==> config.mk <==
export PLATFORM = sky130hd
export DESIGN_NAME = tic_top
export DESIGN_NICKNAME = d
export VERILOG_FILES = /design/src/hdl/tic_pkg.sv /design/src/hdl/tic_sync.sv /design/src/hdl/tic_wrap_cnt.sv /design/src/hdl/tic_top.sv
export VERILOG_INCLUDE_DIRS = /design/src /design/src/hdl
export SDC_FILE = /design/constraint.sdc
export NUM_CORES = 1
export LEC_CHECK = 0
export ABC_AREA = 1
export BUFFER_PORTS_ARGS = -buffer_cell sky130_fd_sc_hd__buf_4
export CAP_MARGIN = 20
export CELL_PAD_IN_SITES_DETAIL_PLACEMENT = 1
export CELL_PAD_IN_SITES_GLOBAL_PLACEMENT = 1
export CORE_ASPECT_RATIO = 0.5
export CORE_MARGIN = 4
export CORE_UTILIZATION = 41
export CTS_BUF_LIST = sky130_fd_sc_hd__clkbuf_2 sky130_fd_sc_hd__clkbuf_4 sky130_fd_sc_hd__clkbuf_8
export CTS_CLUSTER_SIZE = 25
export DETAILED_ROUTE_END_ITERATION = 8
export GPL_TIMING_DRIVEN = 0
export PLACE_DENSITY = 0.78
export SLEW_MARGIN = 10
export SYNTH_ARGS = -nofsm -noshare
export SYNTH_HDL_FRONTEND = slang
export SYNTH_SLANG_ARGS = --single-unit
export TNS_END_PERCENT = 5
==> constraint.sdc <==
create_clock -name mclk -period 3 [get_ports mclk]
set_clock_uncertainty 0.15 [all_clocks]
set_input_delay 0.15 -clock mclk [delete_from_list [all_inputs] [get_ports mclk]]
set_output_delay 0.15 -clock mclk [all_outputs]
set_load 0.1 [all_outputs]
==> src/hdl/tic_params.svh <==
// Purpose: Constants of the time interval counter: offsets, bits, resets,
//          limits and timebase figures.
// Assumes: Included by bare name; definitions only.
// Notes on behaviour
// - Day wrap set: hours wrap after 23; clear: count through 255.
// - Bits 5:4 pick interval rate: 1/128 s, seconds, minutes, hours.
// - One-shot set: single timeout, which clears the run enable bit.
// - One-shot clear: counter reloads and keeps counting after timeouts.
// - Flag bit 2 sets on match and holds until software clears it.
// - A set flag raises the CPU interrupt when its enable is on.
// - Run enable bit 1 lets the interval counter run or stops it.
// - Gate bit 0 stops all counters and restores last written times.
// - Time registers accept writes while the gate is low.
// - Match register at A6H holds an 8-bit compare value.
// - Fraction register A2H steps each 1/128 s, wraps after 127.
// - Seconds register A3H steps each second, wraps after 59.
// - Minutes register A4H steps each minute, wraps after 59.
// - Hours register A5H steps each hour, 23 wrap in day mode.
// - Match and time registers reset to zero.
// - Interval counter steps each time the selected time register steps.
// - Counters run from the 32.768 kHz crystal, also in power-down.
// - Flag with interrupt enabled in power-down wakes, vector 0053H.
`ifndef TIC_PARAMS_SVH
`define TIC_PARAMS_SVH

`define TIC_ADDR_CTL 8'ha1
`define TIC_ADDR_FRAC 8'ha2
`define TIC_ADDR_SEC 8'ha3
`define TIC_ADDR_MIN 8'ha4
`define TIC_ADDR_HOUR 8'ha5
`define TIC_ADDR_MATCH 8'ha6

`define TIC_BIT_DAY 6
`define TIC_BIT_TB_HI 5
`define TIC_BIT_TB_LO 4
`define TIC_BIT_ONESHOT 3
`define TIC_BIT_FLAG 2
`define TIC_BIT_RUN 1
`define TIC_BIT_GATE 0

`define TIC_RST_CTL 8'h00
`define TIC_RST_TIME 8'h00
`define TIC_RST_MATCH 8'h00

`define TIC_FRAC_MAX 8'h7f
`define TIC_SEC_MAX 8'h3b
`define TIC_MIN_MAX 8'h3b
`define TIC_HOUR_DAY_MAX 8'h17
`define TIC_HOUR_FULL_MAX 8'hff

`define TIC_XTAL_HZ 32768
`define TIC_TICK_HZ 128
`define TIC_XTAL_PER_TICK (`TIC_XTAL_HZ / `TIC_TICK_HZ)

`define TIC_VECTOR 16'h0053

`endif

==> src/hdl/tic_pkg.sv <==
// Purpose: Types shared by the time interval counter files.
// Assumes: Constants come from tic_params.svh.
// Notes: Timebase codes follow the control register field.
package tic_pkg;

  typedef logic [7:0] tic_byte_t;

  typedef enum logic [1:0] {
    TIC_TB_FRAC = 2'b00,
    TIC_TB_SEC = 2'b01,
    TIC_TB_MIN = 2'b10,
    TIC_TB_HOUR = 2'b11
  } tic_tb_t;

endpackage

==> src/hdl/tic_sync.sv <==
// Purpose: Two-stage synchroniser with rising-edge pulse.
// Assumes: Input is asynchronous to mclk.
// Notes: First stage feeds only the second stage.
`timescale 1ns/100ps
module tic_sync
  import tic_pkg::*;
(
  input wire logic mclk,
  input wire logic rst,
  input wire logic d,
  output logic rise
);

  logic s1_r, s2_r, s3_r;
  logic s1_nxt, s2_nxt, s3_nxt;

  always_comb begin
    s1_nxt = d;
    s2_nxt = s1_r;
    s3_nxt = s2_r;
  end

  always_ff @(posedge mclk or posedge rst) begin
    if (rst) begin
      s1_r <= 1'b0;
      s2_r <= 1'b0;
      s3_r <= 1'b0;
    end else begin
      s1_r <= s1_nxt;
      s2_r <= s2_nxt;
      s3_r <= s3_nxt;
    end
  end

  assign rise = s2_r & ~s3_r;
endmodule // tic_sync

==> src/hdl/tic_wrap_cnt.sv <==
// Purpose: One time register: loadable counter that wraps at a limit.
// Assumes: limit is stable around inc pulses.
// Notes: A load beats an increment in the same cycle.
`timescale 1ns/100ps
`include "tic_params.svh"
module tic_wrap_cnt
  import tic_pkg::*;
#(
  parameter int WIDTH = 8
) (
  input wire logic mclk,
  input wire logic rst,
  input wire logic load,
  input wire logic [WIDTH-1:0] load_val,
  input wire logic inc,
  input wire logic [WIDTH-1:0] limit,
  output logic [WIDTH-1:0] count,
  output logic wrap
);

  logic [WIDTH-1:0] count_r, count_nxt;

  assign wrap = inc & ~load & (count_r == limit);

  always_comb begin
    count_nxt = count_r;
    if (load) begin
      count_nxt = load_val;
    end else if (wrap) begin
      count_nxt = '0;
    end else if (inc) begin
      count_nxt = count_r + WIDTH'(1);
    end
  end

  always_ff @(posedge mclk or posedge rst) begin
    if (rst) begin
      count_r <= WIDTH'(`TIC_RST_TIME);
    end else begin
      count_r <= count_nxt;
    end
  end

  assign count = count_r;
endmodule // tic_wrap_cnt

==> src/hdl/tic_top.sv <==
// Purpose: Time interval counter: time of day from 1/128 s to hours and an
//          8-bit interval counter with compare flag and interrupt.
// Assumes: SFR strobes and int_en/power_down come from logic on mclk;
//          mclk keeps running in power-down; xtal_32k is asynchronous.
// Notes: Read data appears one cycle after the read strobe.
`timescale 1ns/100ps
`include "tic_params.svh"
module tic_top
  import tic_pkg::*;
#(
  parameter int XTAL_PER_TICK = `TIC_XTAL_PER_TICK
) (
  input wire logic mclk,
  input wire logic rst,
  input wire logic xtal_32k,
  input wire logic [7:0] sfr_addr,
  input wire logic sfr_wr,
  input wire logic sfr_rd,
  input wire logic [7:0] sfr_wdata,
  output logic [7:0] sfr_rdata,
  input wire logic int_en,
  input wire logic power_down,
  output logic irq,
  output logic wake,
  output logic [15:0] irq_vector
);

  localparam int PW = $clog2(XTAL_PER_TICK);

  function automatic logic addr_is(input logic [7:0] a, input logic [7:0] b);
    return a == b;
  endfunction

  logic xtal_rise;
  logic tick;
  logic [PW-1:0] pre_r, pre_nxt;

  logic day_wrap_r, day_wrap_nxt;
  tic_tb_t tb_sel_r, tb_sel_nxt;
  logic one_shot_r, one_shot_nxt;
  logic flag_r, flag_nxt;
  logic run_en_r, run_en_nxt;
  logic gate_r, gate_nxt;
  tic_byte_t match_r, match_nxt;
  tic_byte_t iv_cnt_r, iv_cnt_nxt;
  logic iv_tick, iv_hit;

  tic_byte_t time_q [4];
  tic_byte_t shadow_r [4];
  tic_byte_t shadow_nxt [4];
  tic_byte_t lim [4];
  logic [3:0] carry;
  logic [3:0] wrap;
  logic [3:0] time_wr;
  logic ctl_wr, match_wr;

  tic_byte_t rdata_r, rdata_nxt;
  logic irq_r, irq_nxt;
  logic wake_r, wake_nxt;
  logic [15:0] vec_r;

  tic_sync u_xtal_sync (
    .mclk(mclk),
    .rst(rst),
    .d(xtal_32k),
    .rise(xtal_rise)
  );

  always_comb begin
    pre_nxt = pre_r;
    if (!gate_r) begin
      pre_nxt = '0;
    end else if (xtal_rise) begin
      if (pre_r == PW'(XTAL_PER_TICK - 1)) begin
        pre_nxt = '0;
      end else begin
        pre_nxt = pre_r + PW'(1);
      end
    end
  end

  assign tick = gate_r & xtal_rise & (pre_r == PW'(XTAL_PER_TICK - 1));

  always_ff @(posedge mclk or posedge rst) begin
    if (rst) begin
      pre_r <= '0;
    end else begin
      pre_r <= pre_nxt;
    end
  end

  assign ctl_wr = sfr_wr & addr_is(sfr_addr, `TIC_ADDR_CTL);
  assign match_wr = sfr_wr & addr_is(sfr_addr, `TIC_ADDR_MATCH);

  // Control register; hardware events override a same-cycle write
  always_comb begin
    day_wrap_nxt = day_wrap_r;
    tb_sel_nxt = tb_sel_r;
    one_shot_nxt = one_shot_r;
    flag_nxt = flag_r;
    run_en_nxt = run_en_r;
    gate_nxt = gate_r;
    if (ctl_wr) begin
      day_wrap_nxt = sfr_wdata[`TIC_BIT_DAY];
      tb_sel_nxt = tic_tb_t'(sfr_wdata[`TIC_BIT_TB_HI:`TIC_BIT_TB_LO]);
      one_shot_nxt = sfr_wdata[`TIC_BIT_ONESHOT];
      run_en_nxt = sfr_wdata[`TIC_BIT_RUN];
      gate_nxt = sfr_wdata[`TIC_BIT_GATE];
      if (!sfr_wdata[`TIC_BIT_FLAG]) begin
        flag_nxt = 1'b0;
      end
    end
    if (iv_hit) begin
      flag_nxt = 1'b1;
      if (one_shot_r) begin
        run_en_nxt = 1'b0;
      end
    end
  end

  always_ff @(posedge mclk or posedge rst) begin
    if (rst) begin
      day_wrap_r <= 1'(`TIC_RST_CTL >> `TIC_BIT_DAY);
      tb_sel_r <= TIC_TB_FRAC;
      one_shot_r <= 1'b0;
      flag_r <= 1'b0;
      run_en_r <= 1'b0;
      gate_r <= 1'b0;
    end else begin
      day_wrap_r <= day_wrap_nxt;
      tb_sel_r <= tb_sel_nxt;
      one_shot_r <= one_shot_nxt;
      flag_r <= flag_nxt;
      run_en_r <= run_en_nxt;
      gate_r <= gate_nxt;
    end
  end

  always_comb begin
    lim[0] = `TIC_FRAC_MAX;
    lim[1] = `TIC_SEC_MAX;
    lim[2] = `TIC_MIN_MAX;
    lim[3] = day_wrap_r ? `TIC_HOUR_DAY_MAX : `TIC_HOUR_FULL_MAX;
  end

  assign carry[0] = tick;

  // Live counters reload from the shadow copy whenever the gate is low,
  // so stopping the clock also rolls the time back to the last write.
  for (genvar i = 0; i < 4; i++) begin : g_time
    assign time_wr[i] = sfr_wr & addr_is(sfr_addr,
                                         `TIC_ADDR_FRAC + 8'(i));
    tic_wrap_cnt #(.WIDTH(8)) u_cnt (
      .mclk(mclk),
      .rst(rst),
      .load(time_wr[i] | ~gate_r),
      .load_val(time_wr[i] ? sfr_wdata : shadow_r[i]),
      .inc(carry[i] & gate_r),
      .limit(lim[i]),
      .count(time_q[i]),
      .wrap(wrap[i])
    );
    // Hour overflow feeds no counter and no interval rate
    if (i < 3) begin : g_carry
      assign carry[i+1] = wrap[i];
    end
  end

  always_comb begin
    for (int k = 0; k < 4; k++) begin
      shadow_nxt[k] = time_wr[k] ? sfr_wdata : shadow_r[k];
    end
  end

  always_ff @(posedge mclk or posedge rst) begin
    if (rst) begin
      for (int k = 0; k < 4; k++) begin
        shadow_r[k] <= `TIC_RST_TIME;
      end
    end else begin
      for (int k = 0; k < 4; k++) begin
        shadow_r[k] <= shadow_nxt[k];
      end
    end
  end

  always_comb begin
    unique case (tb_sel_r)
      TIC_TB_FRAC: iv_tick = tick;
      TIC_TB_SEC: iv_tick = wrap[0];
      TIC_TB_MIN: iv_tick = wrap[1];
      TIC_TB_HOUR: iv_tick = wrap[2];
    endcase
  end

  assign iv_hit = iv_tick & run_en_r & ((iv_cnt_r + 8'h01) == match_r);

  always_comb begin
    iv_cnt_nxt = iv_cnt_r;
    match_nxt = match_wr ? sfr_wdata : match_r;
    if (!run_en_r) begin
      iv_cnt_nxt = 8'h00;
    end else if (iv_hit) begin
      iv_cnt_nxt = 8'h00;
    end else if (iv_tick) begin
      iv_cnt_nxt = iv_cnt_r + 8'h01;
    end
  end

  always_ff @(posedge mclk or posedge rst) begin
    if (rst) begin
      iv_cnt_r <= 8'h00;
      match_r <= `TIC_RST_MATCH;
    end else begin
      iv_cnt_r <= iv_cnt_nxt;
      match_r <= match_nxt;
    end
  end

  // whole-byte read in one mclk edge, never torn
  always_comb begin
    rdata_nxt = rdata_r;
    if (sfr_rd) begin
      rdata_nxt = 8'h00;
      if (addr_is(sfr_addr, `TIC_ADDR_CTL)) begin
        rdata_nxt[`TIC_BIT_DAY] = day_wrap_r;
        rdata_nxt[`TIC_BIT_TB_HI:`TIC_BIT_TB_LO] = tb_sel_r;
        rdata_nxt[`TIC_BIT_ONESHOT] = one_shot_r;
        rdata_nxt[`TIC_BIT_FLAG] = flag_r;
        rdata_nxt[`TIC_BIT_RUN] = run_en_r;
        rdata_nxt[`TIC_BIT_GATE] = gate_r;
      end else if (addr_is(sfr_addr, `TIC_ADDR_MATCH)) begin
        rdata_nxt = match_r;
      end else begin
        for (int k = 0; k < 4; k++) begin
          if (addr_is(sfr_addr, `TIC_ADDR_FRAC + 8'(k))) begin
            rdata_nxt = time_q[k];
          end
        end
      end
    end
  end

  always_comb begin
    irq_nxt = flag_r & int_en;
    wake_nxt = flag_r & int_en & power_down;
  end

  always_ff @(posedge mclk or posedge rst) begin
    if (rst) begin
      rdata_r <= 8'h00;
      irq_r <= 1'b0;
      wake_r <= 1'b0;
      vec_r <= `TIC_VECTOR;
    end else begin
      rdata_r <= rdata_nxt;
      irq_r <= irq_nxt;
      wake_r <= wake_nxt;
      vec_r <= `TIC_VECTOR;
    end
  end

  assign sfr_rdata = rdata_r;
  assign irq = irq_r;
  assign wake = wake_r;
  assign irq_vector = vec_r;
endmodule // tic_top

==> summary.txt, run 1 <==
Run status - finished, final reports clean
Final Instance Count excl. Fillers - 972
Antenna violations before repair - 0
Required time at the worst-slack endpoint - 3150 ps
Detail Placement HPWL - 13200 µm
Setup Total Neg Slack - 0 ps
Post CTS Setup Buffer Count - 0
Die H - 92.1 µm
Total count of hold-check failures in the final report - 0
Count of unique library cells instantiated by Yosys - 44
Multiplexer share of the synthesized area - 0
Worst-path cell chain - ha_1 -> inv_1 -> nor4_2 -> nand4_1 -> nand2_1 -> nand2_1 -> nand2_2 -> buf_6 -> nand4_1 -> nand2_1 -> inv_1
Post-synthesis adder-cell area fraction - 0.0130
First-pass DRT Iterations - 4
Largest net degree at the start of global routing - 35
Cell count after synthesis - 708
Detailed router's first-iteration violation count - 331
Sequential-to-total area share from yosys stat - 0.466
Relative slew slack - 0.562
Number of antenna diodes - 0
Wirelength per Cell - 18.0 µm
Total routing usage reported by global routing - 0.226
RSZ-0062 raised after global routing - no
# port buffers - 32
Share of final-layout standard cells stronger than drive strength 1 - 0.138
Fmax - 0.410 GHz
Sort of element at the start of the critical path - register
Source-to-sink clock delay at the later pin of the worst-skew pair - 390 ps
Pwr Density - 433 nW/µm²
Number of placement rows - 30
Main synth FF type - sky130_fd_sc_hd__dfrtp_1
Total congestion overflow after global routing - 0
Layout Utilization - 0.485
H-tree depth reported by CTS - 3
CTS tree - yes
Area of the die - 16200 µm²
Clock root cell - sky130_fd_sc_hd__clkbuf_8
Pins over their slew limit - 0
Layout Nets - 804
Final weighted congestion in routability-driven placement - 0.893
Number of buffers created by CTS - 9
Synthesis Warnings - 0
Core outline area - 13700 µm²
Register bit total from synthesis - 108
Slew of the pin with the lowest slew margin - 652 ps
Maximum buffer depth of the clock tree - 2
Lkg Pwr - 3.01 nW
Post-layout min period - 2440 ps
Resized cells post-CTS - 0
Number of placed instances, taps included - 949
Count of flip-flops with a built-in enable after synthesis - 0
Mean instance size in the synthesized netlist - 8.19 µm²
Global-route wire length before repair - 28800 µm
Total of endpoints with negative setup slack in the final report - 0
CP max stage cell - sky130_fd_sc_hd__nor4_2
Post-synthesis share of cell area spent on and, or, nand and nor gates - 0.245
Count of buffering cells on the critical path with inverters included - 3
Compound-cell area share of the yosys netlist - 0.143
Maximum cell stage delay along the critical path - 600 ps
Class of the most critical setup path - reg -> reg
Boundary pin count - 49
Cell seen most often among critical-path stages - sky130_fd_sc_hd__nand2_1
Portion of the clock cycle consumed by the worst path in the final layout - 0.812
Main combinational cell family by area after synthesis - simple AND/OR/NAND/NOR gates
Growth of design area from synthesis to finish - 14.7%
Data arrival time at the worst-slack endpoint - 2590 ps
Post-Synthesis Cell Area - 5800 µm²
Minimum setup slack in the final design - 564 ps
Via density - 5.31
DR DRC count - 0
CP endpoint kind - register
Via total after detailed routing - 5161
Residual antenna-violating net count after detailed routing - 0
Starting utilization of the core area - 0.423
Worst hold slack - 42.4 ps
Wire length after detailed routing - 17500 µm
CTS Hold Bufs - 7
Type of the tightest min-delay check - in -> reg
Num Clock Sinks - 108
Family of cells with the greatest summed delay on the critical path - simple AND/OR/NAND/NOR gates
Max VDD drop - 192 µV
Fraction of synthesis flops using an asynchronous set or reset pin - 1.00
Maximum net fanout on the critical path - 10
Vias in the first global route - 5425
Post-CTS clock slew at the launch and capture registers of the worst setup and hold paths - 120 ps
Max capacitance violation total - 0
Placement Setup Slack - 608 ps
Post-Synth XOR/XNOR Area - 0.0341
Die width - 176 µm
Filler Cells Inserted - 1728
==> per-layer routing <==
metal	up-vias	wire, µm	share of wire	global-route usage
met5	-	0	0	0
met3	34	872	0.050	0.0527
li1	2454	-	-	-
met2	112	8260	0.47	0.376
met4	0	390	0.022	0.0603
met1	2561	7940	0.45	0.299
==> per-stage QoR <==
stage / total power [mW] / cell area [µm²]
after global placement: 2.00 / 6330
after floorplan: 1.89 / 5850
after CTS: 2.91 / 6650
after global routing: 3.01 / 6650
after detailed placement: 2.02 / 6390
final: 2.88 / 6650
==> worst min-delay path, stage by stage <==
cell	delay [ps]
sky130_fd_sc_hd__buf_4	70
sky130_fd_sc_hd__inv_1	130
sky130_fd_sc_hd__o21ai_0	200
==> placed cells by master, fill, tap and decap left out, drive strengths merged, types with 7 or more instances in the layout <==
master,netlist,layout
inv,103,104
o22ai,13,13
a211oi,7,7
xor2,17,17
dlygate4sd3,0,7
dfrtp,108,108
clkbuf,7,17
nand2,183,183
buf,20,55
o211ai,11,11
o221ai,15,15
nand3,32,32
o21ai,73,73
nor3,15,15
nand4,18,18
a21oi,9,9
nor2,46,46
conb,2,16
==> final timing paths <==
path | startpoint | end | depth (start not counted) | slack, ps
max | g_time[1].u_cnt.count[0] | run_en_r | 11 | 560
min | sfr_wdata[1] | match_r[1] | 3 | 40
min reg2reg | u_xtal_sync.s1_r | u_xtal_sync.s2_r | 0 | 210
max reg2reg | g_time[1].u_cnt.count[0] | run_en_r | 11 | 560
min in group asynchronous | rst | iv_cnt_r[2] | 3 | 110
max in group asynchronous | rst | u_xtal_sync.s2_r | 6 | 1600
==> where the power goes <==
group          internal, mW  switching (mW)  total (mW)
Combinational         0.114           0.327       0.441
Clock                 0.333           0.541       0.874
Sequential             1.51          0.0463        1.56
Total                  1.96           0.914        2.88
==> sequential cells by signal, indices dropped and copies added, names as in the netlist <==
signal,cells
day_wrap_r,1
flag_r,1
g_time.u_cnt.count,32
gate_r,1
irq,1
iv_cnt_r,8
match_r,8
one_shot_r,1
pre_r,8
run_en_r,1
sfr_rdata,8
shadow_r,32
tb_sel_r,2
u_xtal_sync.s1_r,1
u_xtal_sync.s2_r,1
u_xtal_sync.s3_r,1
wake,1
==> synthesized netlist by cell type (3+ instances only) <==
| cell | number | area, µm² |
|---|---|---|
| sky130_fd_sc_hd__o221ai_1 | 15 | 131 |
| sky130_fd_sc_hd__nor2_2 | 4 | 25.0 |
| sky130_fd_sc_hd__nor3_2 | 4 | 40.0 |
| sky130_fd_sc_hd__inv_2 | 8 | 30.0 |
| sky130_fd_sc_hd__nand2_2 | 5 | 31.3 |
| sky130_fd_sc_hd__a21oi_1 | 9 | 45.0 |
| sky130_fd_sc_hd__nand3_1 | 28 | 140 |
| sky130_fd_sc_hd__nor3_1 | 11 | 55.1 |
| sky130_fd_sc_hd__dfrtp_1 | 108 | 2700 |
| sky130_fd_sc_hd__buf_2 | 3 | 15.0 |
| sky130_fd_sc_hd__o21ai_0 | 63 | 315 |
| sky130_fd_sc_hd__o22ai_1 | 13 | 81.3 |
| sky130_fd_sc_hd__xnor2_1 | 3 | 26.3 |
| sky130_fd_sc_hd__nand4_1 | 18 | 113 |
| sky130_fd_sc_hd__ha_1 | 6 | 75.1 |
| sky130_fd_sc_hd__xor2_1 | 17 | 149 |
| sky130_fd_sc_hd__nor2_4 | 4 | 45.0 |
| sky130_fd_sc_hd__nor2_1 | 37 | 139 |
| sky130_fd_sc_hd__buf_4 | 16 | 120 |
| sky130_fd_sc_hd__nor4_1 | 4 | 25.0 |
| sky130_fd_sc_hd__o211ai_1 | 11 | 82.6 |
| sky130_fd_sc_hd__a211oi_1 | 7 | 52.6 |
| sky130_fd_sc_hd__o21ai_1 | 10 | 50.1 |
| sky130_fd_sc_hd__nand2_1 | 176 | 661 |
| sky130_fd_sc_hd__o311ai_0 | 3 | 26.3 |
| sky130_fd_sc_hd__inv_1 | 95 | 357 |
| sky130_fd_sc_hd__clkbuf_1 | 7 | 26.3 |
==> cell type report <==
type                            instances  area [µm²]  area share
Clock buffer                           10         138      0.0207
Timing Repair Buffer                   42         370      0.0557
Clock inverter                          6        47.5     0.00715
Buffer                                 27         173      0.0260
Sequential cell                       108        2700       0.407
Multi-Input combinational cell        484        2590       0.389
Inverter                              103         390      0.0587
Tap cell                              192         240      0.0361
==> cell families (layout without fill, tap and decap cells) <==
| logic type | count (synthesis) | after routing |
|---|---|---|
| adders and majority gates | 6 | 6 |
| xor gates and xnor gates | 21 | 21 |
| and+or+nand+nor | 304 | 304 |
| other | 2 | 16 |
| buffers and inverters | 130 | 188 |
| DFF | 108 | 108 |
| AOI/OAI and AO/OA | 137 | 137 |
Note: power is estimated with default switching activity, not from simulation.
==> run 2, diff against run 1 <==
--- a/config.mk
+++ b/config.mk
@@ -18,7 +18,7 @@
 export CTS_CLUSTER_SIZE = 25
 export DETAILED_ROUTE_END_ITERATION = 8
 export GPL_TIMING_DRIVEN = 0
-export PLACE_DENSITY = 0.78
+export PLACE_DENSITY = 0.75
 export SLEW_MARGIN = 10
 export SYNTH_ARGS = -nofsm -noshare
 export SYNTH_HDL_FRONTEND = slang
==> constraint.sdc (replaced) <==
create_clock -name mclk -period 2.5 [get_ports mclk]
set_clock_uncertainty 0.15 [all_clocks]
set_input_delay 0.125 -clock mclk [delete_from_list [all_inputs] [get_ports mclk]]
set_output_delay 0.125 -clock mclk [all_outputs]
set_load 0.1 [all_outputs]
==> summary.txt, run 2 (synthesis gave the netlist of run 1 again) <==
Post-layout min period - 2380 ps
Max VDD drop - 261 µV
Most congested layer reported by global routing - met2
Layout Nets - 803
Die width - 176 µm
Via density - 5.30
Maximum buffer depth of the clock tree - 2
Via total after detailed routing - 5136
First-pass DRT Iterations - 5
Lkg Pwr - 3.00 nW
Starting utilization of the core area - 0.423
Number of antenna diodes - 0
Portion of the clock cycle consumed by the worst path in the final layout - 0.951
Detail Placement HPWL - 13300 µm
Total count of hold-check failures in the final report - 0
Max capacitance violation total - 0
M3 GR Usage - 0.0441
Clock root cell - sky130_fd_sc_hd__clkbuf_8
CP endpoint kind - register
Final weighted congestion in routability-driven placement - 0.854
Vias in the first global route - 5135
Required time at the worst-slack endpoint - 2650 ps
Source-to-sink clock delay at the later pin of the worst-skew pair - 370 ps
RSZ-0062 raised after global routing - yes
# port buffers - 32
Total routing usage reported by global routing - 0.220
Pins over their slew limit - 0
Post-placement cell area - 6390 µm²
Boundary pin count - 49
Fmax - 0.420 GHz
Slew of the pin with the lowest slew margin - 669 ps
Number of placement rows - 30
Residual antenna-violating net count after detailed routing - 0
Antenna violations before repair - 0
Commonest cells after routing, fill and taps aside - 176 x sky130_fd_sc_hd__nand2_1, 108 x sky130_fd_sc_hd__dfrtp_1, 94 x sky130_fd_sc_hd__inv_1, 63 x sky130_fd_sc_hd__o21ai_0, 48 x sky130_fd_sc_hd__buf_4
Met1 usage in global routing - 0.323
Growth of design area from synthesis to finish - 14.6%
Run status - finished, final reports clean
DR DRC count - 0
Met2 demand-to-capacity share in global routing - 0.344
Die H - 92.1 µm
Post CTS Setup Buffer Count - 0
Maximum net fanout on the critical path - 5
Finished Cell Area - 6640 µm²
Number of buffers created by CTS - 9
Filler Cells Inserted - 1721
Global-route wire length before repair - 28100 µm
Relative slew slack - 0.550
Total of endpoints with negative setup slack in the final report - 0
Detailed router's first-iteration violation count - 357
Core outline area - 13700 µm²
Sort of element at the start of the critical path - register
Data arrival time at the worst-slack endpoint - 2530 ps
CTS tree - yes
Class of the most critical setup path - reg -> reg
Wirelength per Cell - 18.0 µm
Post-CTS clock slew at the launch and capture registers of the worst setup and hold paths - 110 ps
Wire length after detailed routing - 17500 µm
Most common cell after layout, fill and taps aside - sky130_fd_sc_hd__nand2_1
Pwr Density - 510 nW/µm²
Largest net degree at the start of global routing - 37
H-tree depth reported by CTS - 3
Num Clock Sinks - 108
Type of the tightest min-delay check - in -> reg
Setup Total Neg Slack - 0 ps
Area of the die - 16200 µm²
Total congestion overflow after global routing - 0
Share of final-layout standard cells stronger than drive strength 1 - 0.140
[run 2: cell count changes in the layout (fill, tap and decap cells not counted), sizes merged]
cell         before  now
clkbuf           17   16
clkinv            3    1
clkinvlp          2    3
dlygate4sd3       7    6
[run 2: through the flow]
step / total power [mW] / cells / setup WS [ps] / utilization / hold WS, ps
2_1_floorplan: 2.27 / 722 / 504 / - / 6.43
5_1_grt: 3.53 / 969 / -4.80 / 0.485 / 72.9
4_1_cts: 3.40 / 969 / 40.6 / 0.483 / 50.3
6_report: 3.39 / 969 / 121 / 0.485 / 62.1
3_3_place_gp: 2.40 / 946 / 82.4 / 0.462 / 85.1
3_5_place_dp: 2.43 / 949 / 69.1 / 0.467 / 61.5
[run 2: what timing repair did]
item,in CTS,in global routing
hold buffers,6,0
endpoints found under the hold margin,30,0
gates resized for setup,0,6
setup endpoints to repair,0,28
[run 2: area by class of cell]
type	instances	area, µm²	area share
buffer	27	174	0.0262
sequential	108	2700	0.407
clock buffer	9	124	0.0187
multi-input combinational	484	2610	0.393
timing repair buffer	41	360	0.0543
clock inverter	5	37.5	0.00565
inverter	103	390	0.0588
tap	192	240	0.0362
[run 2: per-layer routing]
layer  part of all wire  vias to the layer above
li1                   -                     2449
met1               0.50                     2563
met2               0.44                      111
met3              0.048                       13
met4              0.010                        0
met5                  0                        -
[run 2: path summary, 6_finish.rpt]
kind	startpoint	to	slack (ps)	cells past startpoint
max	g_time[0].u_cnt.count[0]	g_time[3].u_cnt.count[5]	120	13
min	sfr_wdata[3]	one_shot_r	60	3
max reg2reg	g_time[0].u_cnt.count[0]	g_time[3].u_cnt.count[5]	120	13
min reg2reg	u_xtal_sync.s1_r	u_xtal_sync.s2_r	210	0
max in group asynchronous	rst	g_time[3].u_cnt.count[5]	1260	5
min in group asynchronous	rst	iv_cnt_r[3]	200	3
[run 2: critical path, stage by stage, from the launching register on]
cell	delay, ps
sky130_fd_sc_hd__dfrtp_1	430
sky130_fd_sc_hd__ha_1	190
sky130_fd_sc_hd__nand2_1	60
sky130_fd_sc_hd__inv_1	60
sky130_fd_sc_hd__nand2_1	140
sky130_fd_sc_hd__nor2_2	200
sky130_fd_sc_hd__nand3_4	150
sky130_fd_sc_hd__nor2_8	160
sky130_fd_sc_hd__nand2_4	80
sky130_fd_sc_hd__nor2_4	180
sky130_fd_sc_hd__nand3_2	140
sky130_fd_sc_hd__nor2_4	180
sky130_fd_sc_hd__nand3b_1	110
sky130_fd_sc_hd__nand3_1	80
[run 2: report_power, final]
part	switching, mW	internal, mW	total [mW]
clock network	0.622	0.359	0.981
logic	0.397	0.137	0.534
registers	0.0571	1.82	1.87
total	1.08	2.31	3.39
==> run 3, diff against run 2 <==
==> constraint.sdc (replaced) <==
create_clock -name mclk -period 2.6 [get_ports mclk]
set_clock_uncertainty 0.15 [all_clocks]
set_input_delay 0.13 -clock mclk [delete_from_list [all_inputs] [get_ports mclk]]
set_output_delay 0.13 -clock mclk [all_outputs]
set_load 0.1 [all_outputs]
==> summary.txt, run 3 (synthesis gave the netlist of run 1 again) <==
Number of buffers created by CTS - 9
H-tree depth reported by CTS - 3
Largest net degree at the start of global routing - 37
Final Instance Count excl. Fillers - 969
Growth of design area from synthesis to finish - 14.4%
Clock root cell - sky130_fd_sc_hd__clkbuf_8
Filler Cells Inserted - 1723
Global-route wire length before repair - 28100 µm
Via total after detailed routing - 5082
Minimum setup slack among reg-to-reg paths - 160 ps
Placement Setup Slack - 169 ps
Worst hold slack - 67.1 ps
Area of the die - 16200 µm²
Number of placement rows - 30
Total count of hold-check failures in the final report - 0
Core outline area - 13700 µm²
Maximum net fanout on the critical path - 10
Slew of the pin with the lowest slew margin - 691 ps
Lkg Pwr - 2.99 nW
Via density - 5.24
Total of endpoints with negative setup slack in the final report - 0
Maximum buffer depth of the clock tree - 2
Antenna violations before repair - 0
First-pass DRT Iterations - 4
Sort of element at the start of the critical path - register
Total congestion overflow after global routing - 0
Multi-input gate area - 2600 µm²
Worst R2R Path Depth - 6
Worst flop-to-flop path endpoint - g_time[0].u_cnt.count[4]
Overall power consumption - 3.26 mW
Layout Nets - 803
Die width - 176 µm
Detail Placement HPWL - 13300 µm
CP endpoint kind - register
Num Clock Sinks - 108
Detailed router's first-iteration violation count - 368
Residual antenna-violating net count after detailed routing - 0
Share of final-layout standard cells stronger than drive strength 1 - 0.136
Relative slew slack - 0.536
Post-layout min period - 2440 ps
Type of the tightest min-delay check - in -> reg
Required time at the worst-slack endpoint - 2690 ps
Vias in the first global route - 5135
DR DRC count - 0
RSZ-0062 raised after global routing - yes
RR Startpoint - gate_r
Number of antenna diodes - 0
Wirelength per Cell - 18.0 µm
Starting utilization of the core area - 0.423
Max VDD drop - 251 µV
Class of the most critical setup path - reg -> reg
# port buffers - 32
Run status - finished, final reports clean
Post-placement cell area - 6390 µm²
Post-CTS clock slew at the launch and capture registers of the worst setup and hold paths - 110 ps
Commonest cells after routing, fill and taps aside - 176 x sky130_fd_sc_hd__nand2_1, 108 x sky130_fd_sc_hd__dfrtp_1, 94 x sky130_fd_sc_hd__inv_1, 63 x sky130_fd_sc_hd__o21ai_0, 48 x sky130_fd_sc_hd__buf_4
Final weighted congestion in routability-driven placement - 0.854
Fmax - 0.410 GHz
Finished Cell Area - 6630 µm²
CTS tree - yes
Die H - 92.1 µm
Source-to-sink clock delay at the later pin of the worst-skew pair - 370 ps
Data arrival time at the worst-slack endpoint - 2520 ps
Seq. cell area - 2700 µm²
Pins over their slew limit - 0
Layout Utilization - 0.484
Boundary pin count - 49
Max capacitance violation total - 0
Wire length after detailed routing - 17400 µm
Number of placed instances, taps included - 949
Pwr Density - 491 nW/µm²
Minimum setup slack in the final design - 162 ps
Launch point of the worst path - gate_r
Most common cell after layout, fill and taps aside - sky130_fd_sc_hd__nand2_1
Setup Total Neg Slack - 0 ps
Termination of the worst setup path - g_time[0].u_cnt.count[4]
Total routing usage reported by global routing - 0.220
Portion of the clock cycle consumed by the worst path in the final layout - 0.938
-- run 3: cell types whose count changed in the layout (fill, tap and decap cells not counted) --
| cell | previous run | this run |
|---|---|---|
| sky130_fd_sc_hd__nor2_1 | 36 | 37 |
| sky130_fd_sc_hd__nor4_1 | 3 | 4 |
| sky130_fd_sc_hd__nor4_2 | 1 | 0 |
| sky130_fd_sc_hd__clkbuf_2 | 1 | 0 |
| sky130_fd_sc_hd__nor2_2 | 5 | 4 |
| sky130_fd_sc_hd__clkbuf_1 | 6 | 7 |
-- run 3: power by group --
group	leakage, nW	switching, mW	total [mW]	internal (mW)
combinational	1.44	0.382	0.513	0.131
clock	0.0780	0.596	0.941	0.345
sequential	1.48	0.0546	1.80	1.75
total	2.99	1.03	3.26	2.22
-- run 3: per-layer routing --
layer / up-vias / global-route usage / part of all wire
met5: - / 0 / 0
met4: 0 / 0.0292 / 0.0086
met3: 8 / 0.0441 / 0.045
met2: 102 / 0.344 / 0.45
met1: 2521 / 0.323 / 0.50
li1: 2451 / - / -
-- run 3: repair_timing --
item / 4_1_cts / 5_1_grt
setup buffers: 0 / 0
setup endpoints to repair: 0 / 11
hold buffers: 6 / 0
endpoints found under the hold margin: 29 / 0
gates resized for setup: 0 / 2
-- run 3: worst min path at each step --
stage	from	to	slack, ps	depth (start not counted)
after floorplan	xtal_32k	u_xtal_sync.s1_r	10	0
after global placement	xtal_32k	u_xtal_sync.s1_r	90	1
after detailed placement	rst	iv_cnt_r[6]	70	2
after CTS	sfr_wdata[3]	one_shot_r	60	3
after global routing	sfr_wdata[3]	one_shot_r	80	3
final	sfr_wdata[3]	one_shot_r	70	3
-- run 3: critical path: stages, from the launching register on --
cell and delay (ps):
sky130_fd_sc_hd__dfrtp_1 500, sky130_fd_sc_hd__clkbuf_1 500, sky130_fd_sc_hd__nand2_1 400, sky130_fd_sc_hd__nor2_1 370
sky130_fd_sc_hd__inv_1 200, sky130_fd_sc_hd__nand3_1 110, sky130_fd_sc_hd__o211ai_1 90
-- run 3: area by class of cell --
| type | instances | area share |
|---|---|---|
| timing repair buffer | 41 | 0.0543 |
| clock inverter | 5 | 0.00566 |
| sequential | 108 | 0.408 |
| buffer | 27 | 0.0260 |
| tap | 192 | 0.0362 |
| inverter | 103 | 0.0589 |
| clock buffer | 9 | 0.0187 |
| multi-input combinational | 484 | 0.393 |
